--- src/rtl/cirpr_consts.svh ---
`ifndef CIRPR_CONSTS_SVH
`define CIRPR_CONSTS_SVH

// register indexes; byte address on the bus is index * 4
`define CIRPR_IDX_COMMON_FLAGS 8'h15
`define CIRPR_IDX_SOCKET_MASK 8'h16
`define CIRPR_IDX_COMMON_MASK 8'h36
`define CIRPR_IDX_RETRY_PERIOD_HI 8'h17
`define CIRPR_IDX_RETRY_PERIOD_LO 8'h18
`define CIRPR_IDX_RETRY_LIMIT 8'h19
`define CIRPR_IDX_AUTH_TYPE_HI 8'h1c
`define CIRPR_IDX_AUTH_TYPE_LO 8'h1d
`define CIRPR_IDX_AUTH_ALGO 8'h1e
`define CIRPR_IDX_CHIP_REVISION 8'h1f
`define CIRPR_IDX_LCP_ECHO 8'h28
`define CIRPR_IDX_LCP_MAGIC 8'h29
`define CIRPR_IDX_REASSERT_HI 8'h30
`define CIRPR_IDX_REASSERT_LO 8'h31
`define CIRPR_IDX_SOCKET_SUMMARY 8'h34

// field positions
`define CIRPR_BIT_CONFLICT 7
`define CIRPR_BIT_PPPOE_CLOSE 5
`define CIRPR_COMMON_VALID_MASK 8'ha0

// reset values
`define CIRPR_RST_RETRY_PERIOD 16'h07d0
`define CIRPR_RST_RETRY_LIMIT 8'h08
`define CIRPR_RST_BYTE 8'h00
`define CIRPR_RST_WORD 16'h0000
`define CIRPR_AUTH_PAP 16'hc023
`define CIRPR_AUTH_CHAP 16'hc223
// arbitrary value, not a real part code
`define CIRPR_CHIP_REVISION 8'h5a

// timing
`define CIRPR_CLK_HZ 25000000
`define CIRPR_RETRY_UNIT_NS 100000
`define CIRPR_RETRY_UNIT_CYCLES ((`CIRPR_CLK_HZ / 1000000) * `CIRPR_RETRY_UNIT_NS / 1000)
`define CIRPR_INTERVAL_MAX 17'h0_ffff

`endif

--- src/rtl/cirpr_pkg.sv ---
package cirpr_pkg;

  // kind of traffic the retry engine is timing
  typedef enum logic [1:0] {
    CIRPR_KIND_TCP,
    CIRPR_KIND_ARP,
    CIRPR_KIND_OTHER
  } cirpr_kind_t;

  // request to start timing an unanswered command or segment
  typedef struct packed {
    logic [2:0] socket;
    cirpr_kind_t kind;
  } cirpr_retry_req_t;

  // outcome pulses of the retry engine
  typedef struct packed {
    logic resend;
    logic timeout;
    logic set_closed;
    logic [2:0] socket;
  } cirpr_retry_evt_t;

  typedef enum {
    CIRPR_RETRY_IDLE,
    CIRPR_RETRY_WAIT
  } cirpr_retry_state_t;

endpackage : cirpr_pkg

--- src/rtl/cirpr_regs.sv ---
// The implementer's own choice: the AHB-Lite interface to the registers.
`timescale 1ns/1ps
`include "cirpr_consts.svh"

// Overview of operation
// mask bits 7 and 5 gate conflict and pppoe-close flags onto the interrupt pin.
// retry period counts 100us units, resets to 0x07d0 for 200ms.
// retry period high byte sits at the lower index, low byte above it.
// unanswered or late connect, disconnect, close, send commands are retransmitted.
// retry limit resets to 0x08; after limit resends the next expiry sets the timeout flag.
// tcp final timeout also sets socket state closed in the same cycle.
// arp request is resent after each silent retry period, limit times.
// arp final timeout after period x 0.1ms x (limit+1) sets the timeout flag.
// tcp segments wait one period for an ack, then are resent, limit times.
// tcp interval doubles per resend while doubling stays within 65535.
// read-only auth type reports c023 pap or c223 chap, resets to zero; here it reads ppp_auth_type_in directly, with no reset of its own.
// read-only 8-bit chip revision at index 0x1f returns a fixed code.
// lcp echo interval sets echo request spacing, about 25ms per count.
// lcp magic number register feeds lcp negotiation, resets to zero.
// 16-bit re-assert delay sets interrupt re-assert wait, resets to zero.
// after a socket clear, re-assert after delay+1 clocks, one by default.
// socket summary bit n sets whenever socket n raises any interrupt.
// host clears socket flags to zero, summary bit then clears itself.
// interrupt low while masked summary bits pend, released when all clear.
// socket mask register at 0x16 masks summary bits, resets to zero.
// conflict and pppoe-close flags set by events, cleared by writing one.
// reserved common mask bits read zero and ignore writes.
module cirpr_regs import cirpr_pkg::*; (
  // clock and reset
  input wire logic mclk_in,
  input wire logic rst_in,
  // ahb-lite slave
  input wire logic hsel_in,
  input wire logic [31:0] haddr_in,
  input wire logic [1:0] htrans_in,
  input wire logic hwrite_in,
  input wire logic [2:0] hsize_in,
  input wire logic [31:0] hwdata_in,
  input wire logic hready_in,
  output logic [31:0] hrdata_out,
  output logic hreadyout_out,
  output logic hresp_out,
  // protocol engine events
  input wire logic conflict_event_in,
  input wire logic pppoe_close_event_in,
  input wire logic [7:0] socket_event_in,
  input wire logic [7:0] socket_flags_cleared_in,
  input wire logic [15:0] ppp_auth_type_in,
  input wire logic [7:0] ppp_auth_algo_in,
  // retry engine
  input wire logic retry_start_in,
  input wire cirpr_retry_req_t retry_req_in,
  input wire logic retry_answered_in,
  output cirpr_retry_evt_t retry_evt_out,
  output logic [15:0] retry_interval_out,
  // pppoe settings
  output logic [7:0] lcp_echo_interval_out,
  output logic [7:0] lcp_magic_number_out,
  // interrupt pin
  output logic intr_out_n
);

  // ----------------------------------------
  // bus front end
  // ----------------------------------------
  localparam logic [15:0] TICK_CYCLES = 16'(`CIRPR_RETRY_UNIT_CYCLES);
  // one retry unit is 100us of the core clock; changing the clock rate
  // means changing the header, not this module

  logic wr_phase;
  logic rd_phase;
  logic rd_wait;
  logic [7:0] phase_idx;
  logic addr_take;
  logic [7:0] wr_byte;
  logic wr_en;

  // one slave on this bus, so hsel is honoured but nothing else is decoded;
  // hsize is ignored because every register sits in the low byte lane
  // trade-off: a read costs one extra cycle, a write none, which keeps the
  // read mux a registered stage instead of a long combinational path
  // from every register to the bus

  assign addr_take = hsel_in && hready_in && htrans_in[1];
  assign wr_byte = hwdata_in[7:0];
  assign wr_en = wr_phase;
  // reads take one wait state so that a write just before is seen
  assign hreadyout_out = !(rd_phase && rd_wait);
  assign hresp_out = 1'b0;


  // the phase registers only move when the slave is ready, so a stalled
  // read keeps its index until its data has been handed over
  // address phase capture
  always_ff @(posedge mclk_in) begin
    if (rst_in) begin
      wr_phase <= 1'b0;
      rd_phase <= 1'b0;
      phase_idx <= 8'h00;
    end else if (hreadyout_out) begin
      wr_phase <= addr_take && hwrite_in;
      rd_phase <= addr_take && !hwrite_in;
      // aligned word per register; upper address bits beyond index ignored
      phase_idx <= haddr_in[9:2];
    end
  end

  // rd_wait starts high so the first cycle of every read data phase stalls
  // read wait-state flag
  always_ff @(posedge mclk_in) begin
    if (rst_in) begin
      rd_wait <= 1'b1;
    end else if (rd_phase) begin
      rd_wait <= !rd_wait;
    end else begin
      rd_wait <= 1'b1;
    end
  end

  // ----------------------------------------
  // software-written registers
  // ----------------------------------------
  logic [7:0] common_intr_mask;
  logic [7:0] socket_intr_mask;
  logic [15:0] retry_period;
  logic [7:0] retry_limit;
  logic [7:0] lcp_echo_interval;
  logic [7:0] lcp_magic_number;
  logic [15:0] intr_reassert_delay;

  // 16-bit registers are two independent bytes, high byte at the lower index;
  // software must write both halves, and the engines may see a half-updated
  // value between the two writes, which is accepted for these slow settings
  // read-only indexes fall into the default arm, so writes to them vanish

  // plain storage writes
  always_ff @(posedge mclk_in) begin
    if (rst_in) begin
      common_intr_mask <= `CIRPR_RST_BYTE;
      socket_intr_mask <= `CIRPR_RST_BYTE;
      retry_period <= `CIRPR_RST_RETRY_PERIOD;
      retry_limit <= `CIRPR_RST_RETRY_LIMIT;
      lcp_echo_interval <= `CIRPR_RST_BYTE;
      lcp_magic_number <= `CIRPR_RST_BYTE;
      intr_reassert_delay <= `CIRPR_RST_WORD;
    end else if (wr_en) begin
      unique case (phase_idx)
        `CIRPR_IDX_COMMON_MASK: common_intr_mask <= wr_byte & `CIRPR_COMMON_VALID_MASK;
        `CIRPR_IDX_SOCKET_MASK: socket_intr_mask <= wr_byte;
        `CIRPR_IDX_RETRY_PERIOD_HI: retry_period[15:8] <= wr_byte;
        `CIRPR_IDX_RETRY_PERIOD_LO: retry_period[7:0] <= wr_byte;
        `CIRPR_IDX_RETRY_LIMIT: retry_limit <= wr_byte;
        `CIRPR_IDX_LCP_ECHO: lcp_echo_interval <= wr_byte;
        `CIRPR_IDX_LCP_MAGIC: lcp_magic_number <= wr_byte;
        `CIRPR_IDX_REASSERT_HI: intr_reassert_delay[15:8] <= wr_byte;
        `CIRPR_IDX_REASSERT_LO: intr_reassert_delay[7:0] <= wr_byte;
        default: ;
      endcase
    end
  end

  // no shadowing: a new echo interval or magic number reaches the engine at once
  // pppoe settings go straight to the ppp engine
  assign lcp_echo_interval_out = lcp_echo_interval;
  assign lcp_magic_number_out = lcp_magic_number;

  // ----------------------------------------
  // interrupt flags
  // ----------------------------------------
  logic [7:0] common_intr_flags;
  logic [7:0] socket_intr_summary;
  logic [7:0] common_set;
  logic [7:0] common_w1c;
  logic [7:0] summary_w1c;
  logic [7:0] summary_set;

  // reserved flag bits are tied low at the source and again at the register
  assign common_set = {conflict_event_in, 1'b0, pppoe_close_event_in, 5'b0_0000};
  assign common_w1c = (wr_en && phase_idx == `CIRPR_IDX_COMMON_FLAGS) ? wr_byte : 8'h00;
  assign summary_w1c = (wr_en && phase_idx == `CIRPR_IDX_SOCKET_SUMMARY) ? wr_byte : 8'h00;

  // both flag registers give priority to a set over a clear in one cycle,
  // so an event that lands while the host clears is never lost
  // limitation: the summary only mirrors sockets; the per-socket flag
  // registers themselves live in the socket block, which reports the clear

  // a retry timeout is itself a socket interrupt
  always_comb begin
    summary_set = socket_event_in;
    if (retry_evt_out.timeout) begin
      summary_set[retry_evt_out.socket] = 1'b1;
    end
  end

  // common flags: an event in the clearing cycle survives
  always_ff @(posedge mclk_in) begin
    if (rst_in) begin
      common_intr_flags <= `CIRPR_RST_BYTE;
    end else begin
      common_intr_flags <= ((common_intr_flags & ~common_w1c) | common_set) & `CIRPR_COMMON_VALID_MASK;
    end
  end

  // the external clear pulse and a one written to the summary both empty a bit
  // socket summary: set on any socket event, cleared when host empties its flags
  always_ff @(posedge mclk_in) begin
    if (rst_in) begin
      socket_intr_summary <= `CIRPR_RST_BYTE;
    end else begin
      socket_intr_summary <= (socket_intr_summary & ~socket_flags_cleared_in & ~summary_w1c)
        | summary_set;
    end
  end

  // ----------------------------------------
  // interrupt pin with re-assert wait
  // ----------------------------------------
  logic pending;
  logic socket_cleared;
  logic [16:0] wait_cnt;
  logic waiting;

  // common flags and socket summary feed the same pin, each through its own mask
  assign pending = |(common_intr_flags & common_intr_mask)
    | |(socket_intr_summary & socket_intr_mask);
  assign socket_cleared = |(socket_intr_summary & socket_flags_cleared_in);
  assign waiting = wait_cnt != 17'h0_0000;

  // after a clear the pin stays high for delay+1 clocks, so the host sees a fresh edge;
  // the clear cycle itself counts as the first of them, hence the load of delay alone
  always_ff @(posedge mclk_in) begin
    if (rst_in) begin
      wait_cnt <= 17'h0_0000;
    end else if (socket_cleared) begin
      wait_cnt <= {1'b0, intr_reassert_delay};
    end else if (waiting) begin
      wait_cnt <= wait_cnt - 17'h0_0001;
    end
  end

  // the pin is a flop so it never glitches on decode of the summary bits
  // pin register, low while anything masked is pending
  always_ff @(posedge mclk_in) begin
    if (rst_in) begin
      intr_out_n <= 1'b1;
    end else begin
      intr_out_n <= !(pending && !waiting && !socket_cleared);
    end
  end

  // ----------------------------------------
  // retry engine
  // ----------------------------------------
  cirpr_retry_state_t state;
  cirpr_retry_req_t active;
  logic [15:0] tick_cnt;
  logic [15:0] unit_cnt;
  logic [15:0] interval;
  logic [8:0] resends;
  logic tick;
  logic expire;
  logic [16:0] doubled;

  // tick marks the last cycle of each 100us unit
  assign tick = tick_cnt == TICK_CYCLES - 16'h0001;
  // a zero period still waits one unit
  assign expire = tick && (unit_cnt + 16'h0001 >= interval);
  assign doubled = {interval, 1'b0};
  assign retry_interval_out = interval;

  // one engine is shared by all sockets: a start that arrives while a wait
  // is running is ignored, and the socket block must hold its request
  // the unit counter is 16 bits, enough for the largest doubled interval;
  // doubling is checked one bit wider so an overflow can never wrap
  // limitation: a zero period is stretched to one unit rather than firing at once

  // 100us time base, restarted for each new wait
  always_ff @(posedge mclk_in) begin
    if (rst_in || state == CIRPR_RETRY_IDLE || tick) begin
      tick_cnt <= 16'h0000;
    end else begin
      tick_cnt <= tick_cnt + 16'h0001;
    end
  end

  // the timeout comes on the expiry after the last resend, so the whole wait
  // spans limit+1 periods; a tcp wait grows until doubling would overflow

  // timeout sequencing for arp requests, tcp segments and other commands
  always_ff @(posedge mclk_in) begin
    if (rst_in) begin
      state <= CIRPR_RETRY_IDLE;
      active <= '0;
      unit_cnt <= 16'h0000;
      interval <= 16'h0000;
      resends <= 9'h000;
      retry_evt_out <= '0;
    end else begin
      retry_evt_out <= '0;
      unique case (state)
        CIRPR_RETRY_IDLE: begin
          if (retry_start_in) begin
            state <= CIRPR_RETRY_WAIT;
            active <= retry_req_in;
            interval <= retry_period;
            unit_cnt <= 16'h0000;
            resends <= 9'h000;
          end
        end
        CIRPR_RETRY_WAIT: begin
          if (retry_answered_in) begin
            state <= CIRPR_RETRY_IDLE;
          end else if (expire) begin
            unit_cnt <= 16'h0000;
            if (resends == {1'b0, retry_limit}) begin
              state <= CIRPR_RETRY_IDLE;
              retry_evt_out.timeout <= 1'b1;
              retry_evt_out.set_closed <= active.kind == CIRPR_KIND_TCP;
              retry_evt_out.socket <= active.socket;
            end else begin
              retry_evt_out.resend <= 1'b1;
              retry_evt_out.socket <= active.socket;
              resends <= resends + 9'h001;
              if (active.kind == CIRPR_KIND_TCP && doubled <= `CIRPR_INTERVAL_MAX) begin
                interval <= doubled[15:0];
              end
            end
          end else if (tick) begin
            unit_cnt <= unit_cnt + 16'h0001;
          end
        end
      endcase
    end
  end

  // ----------------------------------------
  // read mux, loaded in the read wait state
  // ----------------------------------------
  // loading in the wait state rather than the address phase means a write
  // to the same index in the cycle before is already visible here
  // bits 31:8 always read zero; there is no error response for any index

  always_ff @(posedge mclk_in) begin
    if (rst_in) begin
      hrdata_out <= 32'h0000_0000;
    end else if (rd_phase && rd_wait) begin
      hrdata_out <= 32'h0000_0000; // unmapped indexes read zero
      unique case (phase_idx)
        `CIRPR_IDX_COMMON_FLAGS: hrdata_out[7:0] <= common_intr_flags;
        `CIRPR_IDX_SOCKET_MASK: hrdata_out[7:0] <= socket_intr_mask;
        `CIRPR_IDX_COMMON_MASK: hrdata_out[7:0] <= common_intr_mask;
        `CIRPR_IDX_RETRY_PERIOD_HI: hrdata_out[7:0] <= retry_period[15:8];
        `CIRPR_IDX_RETRY_PERIOD_LO: hrdata_out[7:0] <= retry_period[7:0];
        `CIRPR_IDX_RETRY_LIMIT: hrdata_out[7:0] <= retry_limit;
        `CIRPR_IDX_AUTH_TYPE_HI: hrdata_out[7:0] <= ppp_auth_type_in[15:8];
        `CIRPR_IDX_AUTH_TYPE_LO: hrdata_out[7:0] <= ppp_auth_type_in[7:0];
        `CIRPR_IDX_AUTH_ALGO: hrdata_out[7:0] <= ppp_auth_algo_in;
        `CIRPR_IDX_CHIP_REVISION: hrdata_out[7:0] <= `CIRPR_CHIP_REVISION;
        `CIRPR_IDX_LCP_ECHO: hrdata_out[7:0] <= lcp_echo_interval;
        `CIRPR_IDX_LCP_MAGIC: hrdata_out[7:0] <= lcp_magic_number;
        `CIRPR_IDX_REASSERT_HI: hrdata_out[7:0] <= intr_reassert_delay[15:8];
        `CIRPR_IDX_REASSERT_LO: hrdata_out[7:0] <= intr_reassert_delay[7:0];
        `CIRPR_IDX_SOCKET_SUMMARY: hrdata_out[7:0] <= socket_intr_summary;
        default: ;
      endcase
    end
  end

endmodule : cirpr_regs

--- config.mk ---
export PLATFORM = sky130hd
export DESIGN_NAME = cirpr_regs
export DESIGN_NICKNAME = d
export VERILOG_FILES = /design/src/rtl/cirpr_pkg.sv /design/src/rtl/cirpr_regs.sv
export VERILOG_INCLUDE_DIRS = /design/src /design/src/rtl
export SDC_FILE = /design/constraint.sdc
export NUM_CORES = 1
export LEC_CHECK = 0
export BUFFER_PORTS_ARGS = -buffer_cell sky130_fd_sc_hd__buf_2
export CORE_MARGIN = 4
export CORE_UTILIZATION = 36
export DETAILED_ROUTE_END_ITERATION = 8
export SLEW_MARGIN = 15
export SYNTH_ARGS = -nofsm -noshare
export SYNTH_HDL_FRONTEND = slang
export SYNTH_SLANG_ARGS = --single-unit
--- constraint.sdc ---
create_clock -name mclk_in -period 4.2 [get_ports mclk_in]
set_input_delay 0.21 -clock mclk_in [delete_from_list [all_inputs] [get_ports mclk_in]]
set_output_delay 0.21 -clock mclk_in [all_outputs]
set_load 0.005 [all_outputs]
After elaboration in Yosys (flattened, before gate mapping):

Index checks and enable logic that the tools add are counted.
Widths: inputs -> output; s select.

* bitwise logic cells: 17
* add/subtract/negate cells: 4
* muxes and demuxes: 31
* equal/unequal tests: 26
* order comparisons: 4
* reduce and logical (&&, ||, !) cells: 46

Operators with widths (count)
* $mux 16: 11
* $mux 32: 4
* $pmux 8 s15: 1
* $eq 8x5->1 const B: 9
* $logic_not 32->1: 2
* $pmux 16 s2: 2
* $pmux 32 s2: 1
* $and 8x8->8: 6
* $eq 8x6->1 const B: 6
* $mux 9: 4
* $add 16x1->16 const B: 2
* $eq 32x1->1 const B: 1
* $mux 8: 3
* $not 8->8: 3
* $or 8x8->8: 3
* $reduce_or 8->1: 3
* $reduce_and 2->1: 10
* $pmux 9 s2: 1
* $le 17x16->1 const B: 1
* $reduce_bool 17->1: 1
* $sub 17x1->17 const B: 1
* $eq 16x12->1 const B: 1
* $ge 16x16->1: 1
* $logic_and 1x1->1: 12
* 22 further kinds: 39

* register bits after elaboration: 219
* logic and storage cells: 159
* output and inout bits: 73

Depth between registers and ports, before layout:

Gate-level depths: netlist of the first run.

* depth in word-level cells: 7
* depth in mapped cells: 15

Worst setup path before layout of the first run:

No wires, ideal clock.

* path type: flip-flop to flip-flop
* from: register unit_cnt[0]
* to: register interval[10], in the netlist retry_interval_out[10]
* data arrival time: 3.317 ns
* cell stages (with the launch flop): 16
* clock period less this slack: 3.403 ns
* path slack: 0.797 ns
* cells stage by stage: dfxtp_1 > ha_1 > and3_1 > and4_1 > and2_1 > and3_1 > xnor2_1 > inv_1 > ha_1 > nand4_1 > a211oi_1 > a32oi_2 > a21o_1 > a211o_1 > buf_6 > a221oi_2

* word-level cells in the longest chain between the ends: 5

RTL lines
* start, declared: RTL line cirpr_regs.sv:257 `logic [15:0] unit_cnt;`
* start signal, assigned: RTL line cirpr_regs.sv:329 `unit_cnt <= unit_cnt + 16'h0001;`
* $add 16x1->16: RTL line cirpr_regs.sv:267 `assign expire = tick && (unit_cnt + 16'h0001 >= interval);`
* $ge 16x16->1: RTL line cirpr_regs.sv:267
* $logic_and 1x1->1: RTL line cirpr_regs.sv:267
* $ne 2x2->1 (no line)
* $reduce_and 5->1 (no line)
* end signal, assigned: RTL line cirpr_regs.sv:305 `interval <= retry_period;`
* end signal, assigned: RTL line cirpr_regs.sv:325 `interval <= doubled[15:0];`
* end, declared: RTL line cirpr_regs.sv:258 `logic [15:0] interval;`

Every way passes these cells.
A chain may end at the register's enable or synchronous reset.

Worst setup path after layout of the first run:

* from: register unit_cnt[0]
* to: register interval[1], in the netlist retry_interval_out[1]

The elaborated chain is that of the path after synthesis.

==> results of run 1 <==
[state kept, by name, summed over array words and instances (netlist names), 9 cells and up]
name                 flops
retry_period            16
tick_cnt                16
unit_cnt                16
resends                  9
wait_cnt                17
retry_interval_out      16
intr_reassert_delay     16
[timing repair]
| action | CTS | global route |
|---|---|---|
| setup endpoints to repair | 0 | 0 |
| hold buffers | 15 | 0 |
| hold endpoints to repair | 15 | 0 |
[cell families (layout without fill, tap and decap cells)]
logic type | after synthesis | in the layout | synth area share [%]
AOI/OAI and AO/OA | 256 | 256 | 18.25
xor gates and xnor gates | 45 | 45 | 4.068
adders and majority gates | 20 | 20 | 2.583
buffers and inverters | 133 | 219 | 6.522
DFF | 182 | 182 | 37.61
muxes | 44 | 44 | 4.585
other | 1 | 25 | 0.03871
and+or+nand+nor | 503 | 503 | 26.35
[how the worst min path moves through the flow]
stage	endpoint	slack [ns]	cells past startpoint
floorplan	retry_evt_out[0]	0.29	1
global placement	hrdata_out[0]	0.43	2
detailed placement	tick_cnt[0]	0.44	1
CTS	phase_idx[7]	0.003	3
global route	phase_idx[5]	0.01	3
finish	phase_idx[7]	0.01	3
[layer usage]
| metal | share of wire [%] | GRT usage, % | vias to the layer above | routed length [microns] |
|---|---|---|---|---|
| met5 | 0 | 0 | - | 0 |
| met4 | 1.6 | 5.024 | 0 | 484 |
| met3 | 7.2 | 3.841 | 38 | 2198 |
| met2 | 47 | 32.97 | 353 | 14140 |
| met1 | 45 | 28.16 | 4350 | 13510 |
| li1 | - | - | 4408 | - |
[Yosys cell counts, types with 9 or more instances]
cell      instances
a221oi_2         10
o21ai_0          10
ha_1             20
nand4_1          18
nand3_1          68
nor3_1           44
mux2i_1          41
a221oi_1         10
nor2_1          118
nand2_1         135
dfxtp_1         182
xor2_1           20
buf_4            25
clkbuf_1         50
or3_1            10
a22oi_1          16
buf_2            19
nand2b_1         21
nand3b_1         11
xnor2_1          25
a31oi_1          11
and3_1           13
a21oi_1         112
a22o_1            9
inv_1            31
[layout make-up]
cell class	count	area, sq um
clock buffers	17	425.4
multi-input cells	893	5503
flip-flops and latches	182	3643
well taps	335	419.2
inverters	33	123.9
repair buffers	154	913.4
fillers	2669	15090
clock inverters	15	161.4
[per-stage QoR]
step	power, uW	util, %
6_report	4055	42.58
5_1_grt	4226	42.58
4_1_cts	4081	42.58
3_5_place_dp	2472	39.77
3_3_place_gp	2460	39.77
2_1_floorplan	2318	-
[critical path: stages (launching register included)]
cell and delay (ns):
dfxtp_1 0.41, ha_1 0.24, and3_1 0.27, and4_1 0.28, and2_1 0.17, and3_1 0.18, xnor2_1 0.15, inv_1 0.07
ha_1 0.29, nand4_1 0.16, a211oi_1 0.27, a32oi_2 0.21, a21o_1 0.23, a211o_1 0.56, a221oi_1 0.39
[cells in the final DEF (no fill, tap or decap), types with 11 or more instances in the layout]
cell type,netlist,layout
dfxtp_1,182,182
nand2_1,135,135
nor2_1,118,118
buf_2,19,117
a21oi_1,112,112
nand3_1,68,68
nor3_1,44,44
mux2i_1,41,41
inv_1,31,31
xnor2_1,25,25
conb_1,1,25
nand2b_1,21,21
buf_4,25,21
xor2_1,20,20
ha_1,20,20
nand4_1,18,18
clkbuf_16,0,17
a22oi_1,16,16
dlygate4sd3_1,0,15
and3_1,13,13
nand3b_1,11,11
a31oi_1,11,11
[report_power, final]
part	internal, uW	switching, uW	leakage, uW	total, uW
sequential	1770	59.1	0.00148	1830
combinational	236	373	0.00258	608
clock	797	815	0.000285	1610
==> impl_metrics.yaml, run 1 <==
logic_synthesis:
  ys_types: 86
  synth-seq-cells: 182
  synth_top_area_cell: "dfxtp_1"
  synth_area_leaders: "dfxtp_1, a21oi_1, nand2_1, nor2_1, mux2i_1"
  ys_async_sr_fraction_pct: 0
  netlist_instances: 1184
  synth_area_per_cell_sq_um: 8.182
  synth_edf_count: 0
  syn_area_sq_um: 9688
  ys_warn_count: 0
  yosysTopAreaCellShare_pct: 37.61
  synth_flop_cell: "dfxtp_1"
  seq_area_frac_synth_pct: 37.61
clocking:
  cts_sinks: 182
  root_buffer: "clkbuf_16"
  cts_resized: 0
  cts_tree: "built"
  clock_latency_ns: 0.45
  clkTransAtPathRegs_ns: 0.07
  numCtsBuffers: 17
  clock_path_buffers: 2
  h-tree-depth: 4
  postCtsSetupBuffers: 0
grt:
  grt_max_degree: 93
  gr-total-overflow: 0
  grt_pass1_wl_mm: 47.30
  antenna_found_initial: 0
  grtUsageTotal_pct: 20.36
  grt_pass1_vias: 8410
sta:
  final.setup_skew_ns: 0.01682
  fin_crit_ns: 3.973
  fmax_mhz: 251.7
  setup_slack_ns: 0.2270
  slew-limit-headroom_pct: 35.36
  hold_ws_ns: 0.01308
  setup_viol: 0
  rsz0062_at_grt: "false"
  worstMarginPinSlew_ns: 0.9451
  finalCritPeriodShare_pct: 94.59
  slew_viol_final: 0
  hold_viol: 0
  tns_ns: 0
floorplan:
  die_w_microns: 172.0
  start_util_pct: 36.86
  core_area_sq_um: 26280
  fp-row-count: 59
  boundaryPins: 196
  dieArea_sq_um: 29600
  dieHeight_microns: 172.0
drt:
  firstDrtPassIters: 6
  drc: 0
  wl_per_cell_microns: 18.62
  drt-total-wl_mm: 30.33
  vias: 9149
  via_per_inst: 5.616
  drt_iter0_drc: 861
  antenna_left: 0
placed_design:
  detailed_place.area_sq_um: 10450
  hpwl_mm: 21.93
  dpl.cell_count: 1582
  dp_slack_ns: 0.2640
  place.gp.congestion: 0.9185
  port_buffers: 118
pwr:
  powerDensity_nw_per_um2: 362.4
  ir_worst_vdd_mv: 0.2339
  power.leakage_uw: 0.004346
final_layout:
  area_growth_syn_to_layout_pct: 15.50
  post_route_cells_drive_above_1_share_pct: 16.23
  fin_nets: 1424
  fin_area_sq_um: 11190
  layoutNonFillerInstCount: 1629
  diodes: 0
setup_path:
  startpoint: "unit_cnt[0]"
  rr_startpoint: "unit_cnt[0]"
  reg2reg_slack_ns: 0.23
  critPathRequiredTime_ns: 4.54
  r2r-end: "retry_interval_out[1]"
  start_kind: "register"
  worstPathArrival_ns: 4.31
  endpoint_kind: "register"
  crit_fanout: 15
  worstRegToRegCells: 14
  endpoint: "retry_interval_out[1]"
  path_class: "register to register"
worst_hold_path:
  hp-class: "input port to register"
  hold_start: "haddr_in[9]"
flow_run:
  drv_cap: 0
status:
  status: "complete, no violations"
(Power assumes the default switching activity.)
==> inputs of run 2 (changes only) <==
CORE_UTILIZATION = 31   (was 36)
==> impl_metrics.yaml, run 2 (synthesized netlist as in run 1, its figures left out) <==
final_layout:
  mostFrequentLayoutCells: "dfxtp_1, nand2_1, nor2_1, buf_2, a21oi_1"
  largest_reg_flops: 17
  area_growth_syn_to_layout_pct: 15.72
  layout_commonest_cell: "dfxtp_1"
  top_register: "wait_cnt"
  post_route_cells_drive_above_1_share_pct: 16.24
  fin_nets: 1417
  layoutNonFillerInstCount: 1683
  diodes: 0
setup_path:
  crit_slowest_cell: "a211o_2"
  worst-path-stages: 14
  crit_family: "compound AO/OA/AOI/OAI gates"
  crit_fanout: 15
  endpoint: "retry_interval_out[3]"
  worstRegToRegCells: 14
  slowest_delay_ns: 0.51
  critPathBufInv: 1
  endpoint_kind: "register"
  rr_startpoint: "unit_cnt[0]"
  path_class: "register to register"
  reg2reg_slack_ns: 0.32
  crit_chain: "ha_1 -> and3_1 -> and4_1 -> and2_1 -> and3_1 -> xnor2_1 -> inv_1 -> ha_1 -> nand4_1 -> a211oi_1 -> a32oi_2 -> a21o_1 -> a211o_2 -> a221oi_1"
  start_kind: "register"
  worstPathArrival_ns: 4.21
  critPathRequiredTime_ns: 4.53
  r2r-end: "retry_interval_out[3]"
  startpoint: "unit_cnt[0]"
floorplan:
  fp-row-count: 64
  dieArea_sq_um: 34140
  start_util_pct: 31.51
  dieHeight_microns: 184.8
  die_w_microns: 184.8
  core_area_sq_um: 30750
  boundaryPins: 196
clocking:
  postCtsSetupBuffers: 0
  cts_sinks: 182
  root_buffer: "clkbuf_16"
  clock_path_buffers: 2
  h-tree-depth: 4
  cts_tree: "built"
  numCtsBuffers: 17
  clock_latency_ns: 0.44
  clkTransAtPathRegs_ns: 0.08
drt:
  drt-total-wl_mm: 30.81
  firstDrtPassIters: 5
  wl_per_cell_microns: 18.30
  via_per_inst: 5.369
  vias: 9036
  drc: 0
  drt_iter0_drc: 676
  antenna_left: 0
status:
  status: "complete, no violations"
sta:
  fin_crit_ns: 3.878
  finalCritPeriodShare_pct: 92.33
  final.setup_skew_ns: 0.01148
  tns_ns: 0
  setup_viol: 0
  fmax_mhz: 257.9
  rsz0062_at_grt: "false"
  slew_viol_final: 0
  worstMarginPinSlew_ns: 1.095
  hold_viol: 0
  slew-limit-headroom_pct: 25.13
grt:
  antenna_found_initial: 0
  grtUsageTotal_pct: 17.68
  grt-busiest-layer: "met2"
  grtUsageMet3_pct: 3.653
  gr-usage-met2_pct: 28.35
  gr-total-overflow: 0
  use_met1_pct: 24.88
  grt_max_degree: 78
  grt_pass1_vias: 8501
  grt_pass1_wl_mm: 48.07
placed_design:
  place.gp.congestion: 0.8920
  port_buffers: 118
  dpl.cell_count: 1641
  hpwl_mm: 22.40
flow_run:
  drv_cap: 0
pwr:
  powerDensity_nw_per_um2: 365.0
  power.leakage_uw: 0.004315
  ir_worst_vdd_mv: 0.2662
  totalPowerFinal_uw: 4091
worst_hold_path:
  hp-class: "input port to register"
-- run 2: worst min path at each step --
stage	depth (start not counted)	endpoint	startpoint	slack, ns
5_1_grt	3	common_intr_flags[7]	conflict_event_in	0.01
3_3_place_gp	1	tick_cnt[0]	tick_cnt[0]	0.43
3_5_place_dp	2	hrdata_out[0]	hrdata_out[0]	0.44
4_1_cts	3	common_intr_flags[7]	conflict_event_in	0.001
2_1_floorplan	1	retry_evt_out[0]	retry_answered_in	0.29
6_report	3	active[0]	retry_req_in[0]	0.02
-- run 2: worst min-delay path, stage by stage --
cell and delay (ns):
buf_2 0.10, nand2_1 0.05, a21oi_1 0.05
-- run 2: area by class of cell --
cell class	instances	area [sq um]
fill	3208	19540
multi-input combinational	893	5504
sequential	182	3643
timing repair buffer	147	835.8
tap	396	495.5
clock buffer	17	425.4
clock inverter	15	182.7
inverter	33	123.9
-- run 2: power breakdown --
| part | leakage (uW) | switching [uW] | internal [uW] |
|---|---|---|---|
| logic | 0.00255 | 374 | 230 |
| clock network | 0.000290 | 799 | 855 |
| registers | 0.00148 | 57.9 | 1770 |
| total | 0.00432 | 1230 | 2860 |
-- run 2: per-stage QoR --
step                      util, %  hold slack, ns  setup WS (ns)  instance area (sq um)
after global routing        36.46        0.009598      0.0005760                  11210
after global placement      34.15          0.4305         0.3324                  10500
after floorplan                 -          0.2861         0.7968                   9778
after detailed placement    34.15          0.4375         0.2706                  10500
after CTS                   36.45        0.001334         0.2161                  11210
final                       36.46         0.01951         0.3221                  11210
-- run 2: metal layers --
layer | share of wire [%] | vias to the layer above | routed length [microns]
li1 | - | 4393 | -
met5 | 0 | - | 0
met1 | 45 | 4312 | 13950
met4 | 1.3 | 0 | 394
met3 | 6.5 | 23 | 1994
met2 | 47 | 308 | 14470
-- run 2: timing repair --
item	CTS	global route
resized for setup	0	1
endpoints found under the setup margin	0	15
hold endpoints to repair	10	0
hold buffers	10	0
==> inputs of run 3 (changes only) <==
--- a/config.mk
+++ b/config.mk
@@ -8,4 +8,5 @@
 export LEC_CHECK = 0
 export BUFFER_PORTS_ARGS = -buffer_cell sky130_fd_sc_hd__buf_2
+export CORE_ASPECT_RATIO = 1.2
 export CORE_MARGIN = 4
 export CORE_UTILIZATION = 31
==> constraint.sdc (replaced) <==
create_clock -name mclk_in -period 4.2 [get_ports mclk_in]
set_input_delay 0 -clock mclk_in [delete_from_list [all_inputs] [get_ports mclk_in]]
set_output_delay 0 -clock mclk_in [all_outputs]
set_load 0.005 [all_outputs]
==> impl_metrics.yaml, run 3 (synthesized netlist as in run 1, its figures left out) <==
final_layout:
  post_route_cells_drive_above_1_share_pct: 15.59
  fillCellCount: 3195
  diodes: 0
  final_util_pct: 37.46
  layout_commonest_cell: "dfxtp_1"
  layoutNonFillerInstCount: 1711
  area_growth_syn_to_layout_pct: 18.53
  fin_nets: 1445
  largest_reg_flops: 17
  top_register: "wait_cnt"
  mostFrequentLayoutCells: "dfxtp_1, nand2_1, nor2_1, buf_2, a21oi_1"
floorplan:
  start_util_pct: 31.60
  dieArea_sq_um: 34160
  fp-row-count: 70
  core_area_sq_um: 30650
  die_w_microns: 169.4
  dieHeight_microns: 201.7
  boundaryPins: 196
sta:
  fin_crit_ns: 3.856
  fmax_mhz: 259.3
  slew_viol_final: 0
  hold_ws_ns: 0.009694
  tns_ns: 0
  final.setup_skew_ns: 0.01169
  hold_viol: 0
  slew-limit-headroom_pct: 31.42
  worstMarginPinSlew_ns: 1.025
  setup_viol: 0
  finalCritPeriodShare_pct: 91.81
  rsz0062_at_grt: "false"
setup_path:
  endpoint_kind: "register"
  path_class: "register to register"
  start_kind: "register"
  worstPathArrival_ns: 4.19
  critPathRequiredTime_ns: 4.54
  crit_fanout: 15
  reg2reg_slack_ns: 0.34
placed_design:
  dpl.cell_count: 1639
  hpwl_mm: 23.86
  port_buffers: 118
  place.gp.congestion: 0.9712
flow_run:
  drv_cap: 0
drt:
  via_per_inst: 5.349
  wl_per_cell_microns: 18.71
  drc: 0
  drt-total-wl_mm: 32.02
  antenna_left: 0
  drt_iter0_drc: 733
  firstDrtPassIters: 5
  vias: 9152
clocking:
  postCtsSetupBuffers: 0
  cts_sinks: 182
  cts_tree: "built"
  clkTransAtPathRegs_ns: 0.07
  root_buffer: "clkbuf_16"
  h-tree-depth: 4
  numCtsBuffers: 17
  clock_latency_ns: 0.44
  clock_path_buffers: 2
grt:
  gr-total-overflow: 0
  grt_pass1_vias: 8752
  antenna_found_initial: 0
  grt_pass1_wl_mm: 49.84
  grtUsageTotal_pct: 18.39
  grt_max_degree: 87
status:
  status: "complete, no violations"
pwr:
  ir_worst_vdd_mv: 0.2060
  power.leakage_uw: 0.004419
  powerDensity_nw_per_um2: 356.1
  totalPowerFinal_uw: 4089
worst_hold_path:
  hp-class: "input port to register"
run 3: worst paths after layout:
kind / startpoint / endpoint / cells after the start
worst max-delay path: unit_cnt[0] / retry_interval_out[1] / 14
worst min-delay path: hwrite_in / wr_en / 5
worst max register to register: unit_cnt[0] / retry_interval_out[1] / 14
worst min register to register: hrdata_out[7] / hrdata_out[7] / 2
run 3: routing by layer:
metal / GRT usage (%) / wire length, microns / up-vias
met2: 31.01 / 15690 / 311
met1: 22.82 / 13340 / 4318
met3: 3.301 / 1719 / 67
li1: - / - / 4456
met4: 8.110 / 1262 / 0
met5: 0 / 0 / -
run 3: cell type report:
class / instances / area, sq um / area share (%)
clock buffers: 22 / 474.2 / 4.129
clock inverters: 10 / 121.4 / 1.057
inverters: 33 / 123.9 / 1.079
multi-input cells: 893 / 5504 / 47.93
flip-flops and latches: 182 / 3643 / 31.73
well taps: 396 / 495.5 / 4.315
repair buffers: 175 / 1121 / 9.763
run 3: worst max-delay path, stage by stage, from the launching register on:
cell	delay, ns
dfxtp_1	0.42
ha_1	0.27
and3_1	0.28
and4_1	0.28
and2_1	0.17
and3_1	0.18
xnor2_1	0.15
inv_1	0.07
ha_1	0.29
nand4_1	0.14
a211oi_1	0.26
a32oi_2	0.20
a21o_1	0.23
a211o_2	0.50
a221oi_1	0.33
run 3: through the flow:
step | area (sq um) | setup slack [ns]
2_1_floorplan | 9778 | 0.7968
3_3_place_gp | 10490 | 0.3770
3_5_place_dp | 10490 | 0.3098
4_1_cts | 11480 | 0.2685
5_1_grt | 11480 | 0.06132
6_report | 11480 | 0.3442
run 3: repair_timing:
action	4_1_cts	5_1_grt
gates resized for setup	0	1
hold endpoints to repair	68	0
hold buffers	40	0
endpoints found under the setup margin	0	11
run 3: where the power goes:
group          total, uW  switching (uW)  internal [uW]
combinational        629             381            248
sequential          1830            56.1           1780
clock               1630             701            927
